## config.mk

```make
export PLATFORM = sky130hd
export DESIGN_NAME = mcc_mem_ctl
export DESIGN_NICKNAME = d
export VERILOG_FILES = /design/src/logic/mcc_pkg.sv /design/src/logic/mcc_mem_ctl.sv
export VERILOG_INCLUDE_DIRS = /design/src /design/src/logic
export SDC_FILE = /design/constraint.sdc
export NUM_CORES = 1
export LEC_CHECK = 0
export ABC_AREA = 1
export BUFFER_PORTS_ARGS = -buffer_cell sky130_fd_sc_hd__buf_2
export CAP_MARGIN = 20
export CORE_MARGIN = 5
export CORE_UTILIZATION = 50
export DETAILED_ROUTE_END_ITERATION = 10
export PLACE_DENSITY = 0.79
export SLEW_MARGIN = 10
export SYNTH_ARGS = -nofsm -noshare
export SYNTH_HDL_FRONTEND = slang
export SYNTH_SLANG_ARGS = --single-unit
```

## constraint.sdc

```tcl
create_clock -name i_clk -period 3.1 [get_ports i_clk]
set_input_delay 0.31 -clock i_clk [delete_from_list [all_inputs] [get_ports i_clk]]
set_output_delay 0.31 -clock i_clk [all_outputs]
set_load 0.02 [all_outputs]
```

## src/logic/mcc_map.svh

```systemverilog
/*
  Field codes, reset values and timing constants of the memory
  control configuration block. Assumes inclusion by its bare name.
*/
// Overview of operation
// - dram refresh holds row strobe 2..9 cycles from refresh_assert_len field
// - sdram auto-refresh blocks bank active for 4..11 plus precharge cycles
// - sdram always bursts; dram bursts only when burst_allow set
// - burst_allow and extended_out_sel pick single, fast page or edo for dram; sdram stays single
// - fast page only when access wider than bus width
// - mem_width_sel 10 gives 16 bits dram, 11 gives 32 bits
// - mem_width_sel overrides width from general bus control
// - dram column width 8..12 bits for mux codes 0..4
// - sdram bank select taken from address bits per mux code and ext
// - bank bits are logical external address bits, not pin numbers
// - refresh only while refresh_on set; reset value off
// - with refresh off the refresh timer serves as interval timer
// - refresh on, kind 0: periodic refresh on timer request
// - refresh request during bus cycle waits until cycle ends
// - refresh on, kind 1: wait for bus idle then self-refresh
// - periodic requests ignored while in self-refresh
// - extended_out_sel picks edo read sample point, dram only
// - post-refresh precharge 0..21 cycles in steps of 3
`ifndef MCC_MAP_SVH
`define MCC_MAP_SVH
`define MCC_RAS_BASE 4'h2
`define MCC_SDR_BASE 5'h04
`define MCC_PRE_STEP 5'h03
`define MCC_COL_BASE 4'h8
`define MCC_WID_16 2'h2
`define MCC_WID_32 2'h3
`define MCC_AMX_MAX 3'h4
`define MCC_RST_CFG 16'h0000
`endif

```

## src/logic/mcc_pkg.sv

```systemverilog
/*
  Types of the memory control configuration block.
  Assumes mcc_map.svh is on the include path.
*/
package mcc_pkg;
  typedef enum logic [2:0] {
    MCC_XFER_SINGLE = 3'h1,
    MCC_XFER_FPAGE = 3'h2,
    MCC_XFER_EDO = 3'h4
  } mcc_xfer_e;

  typedef enum logic [3:0] {
    MCC_ST_IDLE = 4'h1,
    MCC_ST_RAS = 4'h2,
    MCC_ST_HOLD = 4'h4,
    MCC_ST_SELF = 4'h8
  } mcc_state_e;

  typedef struct packed {
    logic [2:0] post_refresh_precharge;
    logic [2:0] refresh_assert_len;
    logic burst_allow;
    logic [1:0] mem_width_sel;
    logic addr_mux_ext;
    logic [2:0] addr_mux_code;
    logic refresh_on;
    logic refresh_kind;
    logic extended_out_sel;
  } mcc_cfg_s;
endpackage

```

## src/logic/mcc_mem_ctl.sv

```systemverilog
/*
  Memory control configuration and refresh sequencer for async dram
  or sdram. Config arrives as a struct of plain ports and is latched
  only while no external bus cycle runs. Assumes the bus engine gives
  i_bus_busy, the access size and the refresh timer request pulse.
*/
`timescale 1ns/100ps
`include "mcc_map.svh"
module mcc_mem_ctl
  import mcc_pkg::*;
#(
  parameter int ADDR_W = 26
)
(
  input wire logic i_clk,
  input wire logic i_reset,
  input wire mcc_cfg_s i_cfg,
  input wire logic i_is_sdram,
  input wire logic i_bus_busy,
  input wire logic [1:0] i_bcr_width,
  input wire logic [1:0] i_acc_size,
  input wire logic [ADDR_W-1:0] i_addr,
  input wire logic i_refresh_req,
  output logic o_ras_refresh,
  output logic o_sdram_auto_ref,
  output logic o_sdram_self_ref,
  output logic o_act_block,
  output logic o_interval_tick,
  output logic o_burst,
  output mcc_xfer_e o_xfer_mode,
  output logic o_fast_page,
  output logic o_bus_is_32,
  output logic [3:0] o_col_bits,
  output logic [1:0] o_bank,
  output logic o_edo_sample,
  output logic o_cfg_err
);
  initial
  begin
    if (ADDR_W < 26)
      $error("ADDR_W must reach bit 25");
  end

  mcc_cfg_s cfg_reg, cfg_next;
  mcc_state_e st_reg, st_next;
  logic [4:0] cnt_reg, cnt_next;
  logic pend_reg, pend_next;
  logic ras_reg, ras_next, aref_reg, aref_next, self_reg, self_next;
  logic blk_reg, blk_next, tick_reg, tick_next;
  logic burst_reg, burst_next, fp_reg, fp_next, w32_reg, w32_next;
  logic edo_reg, edo_next, err_reg, err_next;
  mcc_xfer_e xm_reg, xm_next;
  logic [3:0] col_reg, col_next;
  logic [1:0] bank_reg, bank_next;
  logic [4:0] pre_cyc;

  // settings only move while the bus is idle, so no access sees a mix
  always_comb
  begin
    cfg_next = cfg_reg;
    if (!i_bus_busy)
      cfg_next = i_cfg;
  end

  // sdram post-refresh precharge, 3 cycles per step
  assign pre_cyc = 5'(cfg_reg.post_refresh_precharge * `MCC_PRE_STEP);

  always_comb
  begin
    st_next = st_reg;
    cnt_next = cnt_reg;
    pend_next = pend_reg;
    ras_next = 1'b0;
    aref_next = 1'b0;
    self_next = 1'b0;
    blk_next = 1'b0;
    tick_next = 1'b0;
    if (!cfg_reg.refresh_on)
    begin
      tick_next = i_refresh_req;
      pend_next = 1'b0;
      st_next = MCC_ST_IDLE;
    end
    else
    begin
      if (i_refresh_req && st_reg != MCC_ST_SELF)
        pend_next = 1'b1;
      unique case (st_reg)
        MCC_ST_IDLE:
        begin
          if (cfg_reg.refresh_kind && !i_bus_busy)
          begin
            st_next = MCC_ST_SELF;
            pend_next = 1'b0;
          end
          else if (!cfg_reg.refresh_kind && (pend_reg || i_refresh_req) && !i_bus_busy)
          begin
            pend_next = 1'b0;
            if (i_is_sdram)
            begin
              aref_next = 1'b1;
              blk_next = 1'b1;
              st_next = MCC_ST_HOLD;
              cnt_next = 5'(`MCC_SDR_BASE + {2'h0, cfg_reg.refresh_assert_len}
                + pre_cyc - 5'h01);
            end
            else
            begin
              ras_next = 1'b1;
              st_next = MCC_ST_RAS;
              cnt_next = 5'(`MCC_RAS_BASE + {1'b0, cfg_reg.refresh_assert_len}
                - 4'h1);
            end
          end
        end
        MCC_ST_RAS:
        begin
          if (cnt_reg == 5'h00)
            st_next = MCC_ST_IDLE;
          else
          begin
            ras_next = 1'b1;
            cnt_next = cnt_reg - 5'h01;
          end
        end
        MCC_ST_HOLD:
        begin
          if (cnt_reg == 5'h00)
            st_next = MCC_ST_IDLE;
          else
          begin
            blk_next = 1'b1;
            cnt_next = cnt_reg - 5'h01;
          end
        end
        MCC_ST_SELF:
        begin
          self_next = 1'b1;
          if (!cfg_reg.refresh_kind)
          begin
            self_next = 1'b0;
            st_next = MCC_ST_IDLE;
          end
        end
      endcase
    end
  end

  // transfer mode, width and address decode
  always_comb
  begin
    burst_next = i_is_sdram | cfg_reg.burst_allow;
    xm_next = MCC_XFER_SINGLE;
    if (!i_is_sdram && cfg_reg.burst_allow)
      xm_next = cfg_reg.extended_out_sel ? MCC_XFER_EDO : MCC_XFER_FPAGE;
    // mem_width_sel wins; bus control width only fills illegal codes
    if (cfg_reg.mem_width_sel == `MCC_WID_32)
      w32_next = 1'b1;
    else if (cfg_reg.mem_width_sel == `MCC_WID_16)
      w32_next = 1'b0;
    else
      w32_next = (i_bcr_width == `MCC_WID_32);
    // acc size 2 = 32 bit, 3 = 64 bit
    fp_next = (xm_next == MCC_XFER_FPAGE)
      && (w32_next ? (i_acc_size == 2'h3) : (i_acc_size[1]));
    col_next = `MCC_COL_BASE + {1'b0, cfg_reg.addr_mux_code};
    err_next = (!i_is_sdram && (cfg_reg.addr_mux_code > `MCC_AMX_MAX))
      || (!cfg_reg.burst_allow && cfg_reg.extended_out_sel)
      || !cfg_reg.mem_width_sel[1]
      || (i_is_sdram && cfg_reg.mem_width_sel != `MCC_WID_32)
      || (!i_is_sdram && cfg_reg.addr_mux_ext)
      || (i_is_sdram && cfg_reg.extended_out_sel);
    // bank bits index the logical byte address, not pin numbers
    unique case (cfg_reg.addr_mux_code)
      3'h0: bank_next = {1'b0, cfg_reg.addr_mux_ext ? i_addr[20] : i_addr[21]};
      3'h1: bank_next = {1'b0, cfg_reg.addr_mux_ext ? i_addr[21] : i_addr[22]};
      3'h2: bank_next = i_addr[23:22];
      3'h3: bank_next = i_addr[25:24];
      3'h4: bank_next = i_addr[23:22];
      3'h5: bank_next = {1'b0, i_addr[22]};
      3'h6: bank_next = i_addr[25:24];
      3'h7: bank_next = {1'b0, i_addr[20]};
    endcase
    if (!i_is_sdram)
      bank_next = 2'h0;
    edo_next = !i_is_sdram && cfg_reg.extended_out_sel;
  end

  always_ff @(posedge i_clk)
  begin
    if (i_reset)
    begin
      cfg_reg <= `MCC_RST_CFG;
      st_reg <= MCC_ST_IDLE;
      cnt_reg <= 5'h00;
      pend_reg <= 1'b0;
      ras_reg <= 1'b0;
      aref_reg <= 1'b0;
      self_reg <= 1'b0;
      blk_reg <= 1'b0;
      tick_reg <= 1'b0;
      burst_reg <= 1'b0;
      xm_reg <= MCC_XFER_SINGLE;
      fp_reg <= 1'b0;
      w32_reg <= 1'b0;
      col_reg <= `MCC_COL_BASE;
      bank_reg <= 2'h0;
      edo_reg <= 1'b0;
      err_reg <= 1'b0;
    end
    else
    begin
      cfg_reg <= cfg_next;
      st_reg <= st_next;
      cnt_reg <= cnt_next;
      pend_reg <= pend_next;
      ras_reg <= ras_next;
      aref_reg <= aref_next;
      self_reg <= self_next;
      blk_reg <= blk_next;
      tick_reg <= tick_next;
      burst_reg <= burst_next;
      xm_reg <= xm_next;
      fp_reg <= fp_next;
      w32_reg <= w32_next;
      col_reg <= col_next;
      bank_reg <= bank_next;
      edo_reg <= edo_next;
      err_reg <= err_next;
    end
  end

  assign o_ras_refresh = ras_reg;
  assign o_sdram_auto_ref = aref_reg;
  assign o_sdram_self_ref = self_reg;
  assign o_act_block = blk_reg;
  assign o_interval_tick = tick_reg;
  assign o_burst = burst_reg;
  assign o_xfer_mode = xm_reg;
  assign o_fast_page = fp_reg;
  assign o_bus_is_32 = w32_reg;
  assign o_col_bits = col_reg;
  assign o_bank = bank_reg;
  assign o_edo_sample = edo_reg;
  assign o_cfg_err = err_reg;
endmodule

```

## Word-level counts from Yosys, hierarchy flattened

Cells that the tools add are included.
Widths: inputs -> output; s select.

- Bits in registers: 45
- Bits of input ports: 51
- Output and inout bits: 19
- Word-level logic and storage cells: 132

- Reductions and logical operators: 36
- Muxes and demuxes: 33
- Add/sub/neg operators: 7
- Bitwise operators: 5
- Multiply operators: 1
- Eq/ne operators: 24
- $lt $le $gt $ge: 1

Operator list:

| kind | number |
|---|---|
| $mux 5 | 4 |
| $mux 1 | 17 |
| $mux 4 | 4 |
| $eq 3x3->1 const B | 4 |
| $logic_and 1x1->1 | 12 |
| $pmux 2 s6 | 1 |
| $pmux 4 s3 | 1 |
| $reduce_or 2->1 | 6 |
| $ne 2x2->1 const B | 5 |
| $pmux 5 s2 | 1 |
| $sub 5x1->5 const B | 2 |
| $eq 3x2->1 const B | 3 |
| $mux 3 | 3 |
| $eq 2x2->1 const B | 4 |
| $logic_or 1x1->1 | 6 |
| $reduce_or 3->1 | 2 |
| $add 4x5->5 | 1 |
| $logic_not 1->1 | 5 |
| $logic_not 5->1 | 1 |
| $mul 3x2->5 const B | 1 |
| $reduce_and 5->1 | 1 |
| $sub 4x1->5 const B | 1 |
| $add 2x3->4 const A | 1 |
| $add 3x3->4 const A | 1 |
| 16 further kinds | 20 |

## Depth between registers and ports, before layout

- Word-level depth: 7
- Gate-level depth with buffers: 15

## Least setup slack after synthesis

OpenSTA, ideal clock, no wires.

- Path kind: reg-to-reg
- From: register cfg_reg[12] (netlist bit)
- To: register cnt_reg[2]
- Cell stages (with the launch flop): 12
- Slack: 0.879 ns
- Data required time: 2.987 ns
- Buffers on the path: 0
- Clock period less this slack: 2.221 ns
- Data arrival time: 2.109 ns
- Cells stage by stage: dfxtp_1 -> inv_1 -> fa_1 -> inv_1 -> ha_1 -> inv_1 -> fa_1 -> nand2_1 -> nand2_1 -> o21ai_0 -> nor2_1 -> nor2_1

- Longest elaborated chain between the ends: 7

RTL lines:

| item | RTL line | source |
|---|---|---|
| start: declaration | mcc_mem_ctl.sv:44 | `mcc_cfg_s cfg_reg, cfg_next;` |
| start signal: assignment | mcc_mem_ctl.sv:193 | `` cfg_reg <= `MCC_RST_CFG; `` |
| start signal: assignment | mcc_mem_ctl.sv:213 | `cfg_reg <= cfg_next;` |
| $add 3x3->4 (no source line) | - |  |
| $add 4x5->5 (no source line) | - |  |
| $sub 5x1->5 (no source line) | - |  |
| $mux 5 * | mcc_mem_ctl.sv:99 | `if (i_is_sdram)` |
| $mux 5 * | mcc_mem_ctl.sv:96 | `else if (!cfg_reg.refresh_kind && (pend_reg \|\| i_refresh_req) && !i_bus_busy)` |
| $mux 5 * | mcc_mem_ctl.sv:91 | `if (cfg_reg.refresh_kind && !i_bus_busy)` |
| $pmux 5 s2 * | mcc_mem_ctl.sv:88 | `unique case (st_reg)` |
| end signal: assignment | mcc_mem_ctl.sv:215 | `cnt_reg <= cnt_next;` |
| end: declaration | mcc_mem_ctl.sv:46 | `logic [4:0] cnt_reg, cnt_next;` |

Every way passes the cells marked *; elsewhere a longest branch is shown, timed or not. The select of a mux whose other input is x is not followed.
A chain may end at the register's enable or synchronous reset.

## Worst setup path in the final report

- From: register cfg_reg[12] (netlist bit)
- To: register cnt_reg[3]

The elaborated chain is that of the path after synthesis.

==> key figures <==
Global route
  – Initial antenna violation count: 0
  – All-layer global routing usage: 16.97%
  – First-pass GRT wire length: 8390 um
  – Vias in the first global route: 2018
  – Gr ovfl total: 0
  – Largest net degree at the start of global routing: 32

Critical path
  – Startpoint Class: flop
  – CP max stage cell: fa_1
  – Worst path arrival time: 2580 ps
  – CP peak stage delay: 540 ps
  – Setup crit end kind: flop
  – CP max FO: 3
  – Crit Path Category: flop to flop
  – CP delay by family, top: adder cells
  – Crit path cell chain: inv_1, fa_1, inv_1, ha_1, inv_1, fa_1, inv_1, nand2_1, nand2_1, o21ai_0, nand2_1, nand2_1, nor2_1, nor2_1
  – WP buf/inv: 4
  – Req. time, crit path: 3300 ps

STA
  – Final Skew: 5.308 ps
  – Slew headroom: 63.10%
  – RSZ-0062 raised after global routing: no
  – Final period util: 76.82%
  – Slew of the pin with the lowest slew margin: 552.9 ps
  – Hold Fails Final Rpt: 0
  – Final TNS setup: 0 ps
  – Fin crit period: 2381 ps
  – Setup violations, final: 0
  – Max frequency: 419.9 MHz
  – Slew Viols, Final: 0

Logic synthesis
  – Syn. warnings: 0
  – Post-synthesis cell count: 315
  – Post-synthesis cell area: 2218 sq um
  – Asr flop ratio synth: 0%
  – Synth Area per Inst: 7.042 sq um
  – Post-synth top flop: dfxtp_1
  – Sequential element share of the synthesized area: 39.71%
  – Unique cell type count in the Yosys netlist: 29
  – Synth Register Bits: 44
  – Syn nets: 377
  – Number of synthesized flops with an enable pin: 0

Detailed routing
  – DRC: 0
  – Remaining antenna violation count: 0
  – DRT Wirelength: 4583 um
  – M1 WL: 2016 um
  – DR WL/cell: 11.07 um
  – Top sig layer: met4
  – Met2 wire len: 2110 um
  – Via density: 5.104
  – Initial DRC count: 73
  – First-pass DRT Iterations: 4
  – Met3 WL post-DR: 380 um
  – Routed via count: 2113

Cells and area
  – Fin area: 2613 sq um
  – Most frequent cells in the layout: nand2_1 (68), buf_2 (48), dfxtp_1 (44)
  – Layout cells sized above 1: 19.89%
  – Max reg flops: 16
  – Diodes inserted: 0
  – Area Growth Syn to Fin: 17.77%
  – NumNets Final: 424
  – Most common cell after layout, fill and taps aside: nand2_1

Place
  – Dpl cell area: 2484 sq um
  – HPWL after detailed placement: 3488 um
  – Input/output buffers: 48
  – Routability congestion estimate: 0.8547

Floorplan
  – Die ar.: 5869 sq um
  – Core area: 4324 sq um
  – I/O Pins: 70
  – Initial Util: 51.30%
  – Die H: 76.61 um
  – Row Count: 24
  – Die width: 76.61 um

Clock network
  – CTS-repair resized insts: 0
  – H-tree level count: 2
  – # clock sinks: 44
  – CTS tree: built
  – Worst-path clk slew: 80 ps
  – CTS Root Cell: clkbuf_8
  – Hold Buf Count CTS: 0
  – Post-CTS setup repair buffer count: 0
  – Worst-skew pair later-pin latency: 300 ps
  – Clock Path Buffers: 2
  – CTS buffer count: 5

Hold path
  – Hold crit path type: input pin to flop

Run status
  – Outcome: finished clean

Flow run
  – Max-Cap Viols: 0

Pwr
  – Logic pwr share: 17.9%
  – PD cells: 523.6 nW/um^2
  – P_leak: 1.347 nW
  – Maximum vdd drop: 0.0003394 V
  – Internal: 1.007 mW
  – Seq pwr share: 44.9%
  – Clock power share: 37.2%
  – P_sw: 0.3610 mW
  – Sw Ratio: 26.39%
[cells in the mapped netlist (3+ instances only)]
| cell type | n | area share (%) |
|---|---|---|
| a21oi_1 | 20 | 4.5 |
| clkbuf_1 | 4 | 0.68 |
| dfxtp_1 | 44 | 40 |
| ha_1 | 9 | 5.1 |
| inv_1 | 42 | 7.1 |
| inv_2 | 5 | 0.85 |
| nand2_1 | 68 | 12 |
| nand2_4 | 4 | 2.0 |
| nand3_1 | 14 | 3.2 |
| nand4_1 | 7 | 2.0 |
| nor2_1 | 41 | 6.9 |
| nor2_2 | 3 | 0.85 |
| nor3_1 | 6 | 1.4 |
| o21ai_0 | 25 | 5.6 |
[cell families after synthesis]
family | share of synthesized area (%)
compound gates | 13.09
xor+xnor | 1.185
fa+ha+maj | 6.881
buf+inv | 9.757
flops | 39.71
other cells | 0.1690
simple gates | 29.22
[metrics by stage]
step | std cells | setup slack, ps | util [%] | power, mW | hold slack (ps)
after floorplan | 315 | 878.6 | - | 0.8112 | 399.7
after global placement | 407 | 783.5 | 57.44 | 0.8649 | 420.9
after detailed placement | 407 | 731.7 | 57.44 | 0.8721 | 422.9
after CTS | 414 | 711.5 | 60.42 | 1.384 | 232.2
after global routing | 414 | 558.3 | 60.42 | 1.457 | 246.2
final | 414 | 718.6 | 60.42 | 1.368 | 244.8
[area by class of cell]
class                           instances  area [sq um]
Fill cell                             401          1712
Multi-Input combinational cell        216          1121
Sequential cell                        44         880.8
Timing Repair Buffer                   48         240.2
Inverter                               47         176.4
Clock buffer                            5         68.82
Tap cell                               52         65.06
Clock inverter                          2         60.06
[power groups by stage]
stage          registers (mW)  clock network (mW)  logic, mW
2_1_floorplan           0.634                   0      0.177
3_3_place_gp            0.626                   0      0.239
3_5_place_dp            0.627                   0      0.245
4_1_cts                 0.614               0.523      0.247
5_1_grt                 0.618               0.553      0.287
6_report                0.614               0.509      0.246
[worst min-delay path: stages]
cell     delay (ps)
buf_2            70
o21ai_0          60
nor2_1           70
[worst paths after layout]
check               from               to  slack, ps  depth (start not counted)
max reg2reg  cfg_reg[12]       cnt_reg[3]        720                         14
min reg2reg   cfg_reg[2]  o_interval_tick        430                          1
max          cfg_reg[12]       cnt_reg[3]        720                         14
min            i_cfg[10]      cfg_reg[10]        240                          3
[routing by layer]
metal  GRT usage [%]  up-vias
met3           6.265        8
met5               0        -
met2           28.77       61
li1                -     1094
met4           6.294        0
met1           19.32      950
No activity file was read; power rests on OpenSTA's default activity.
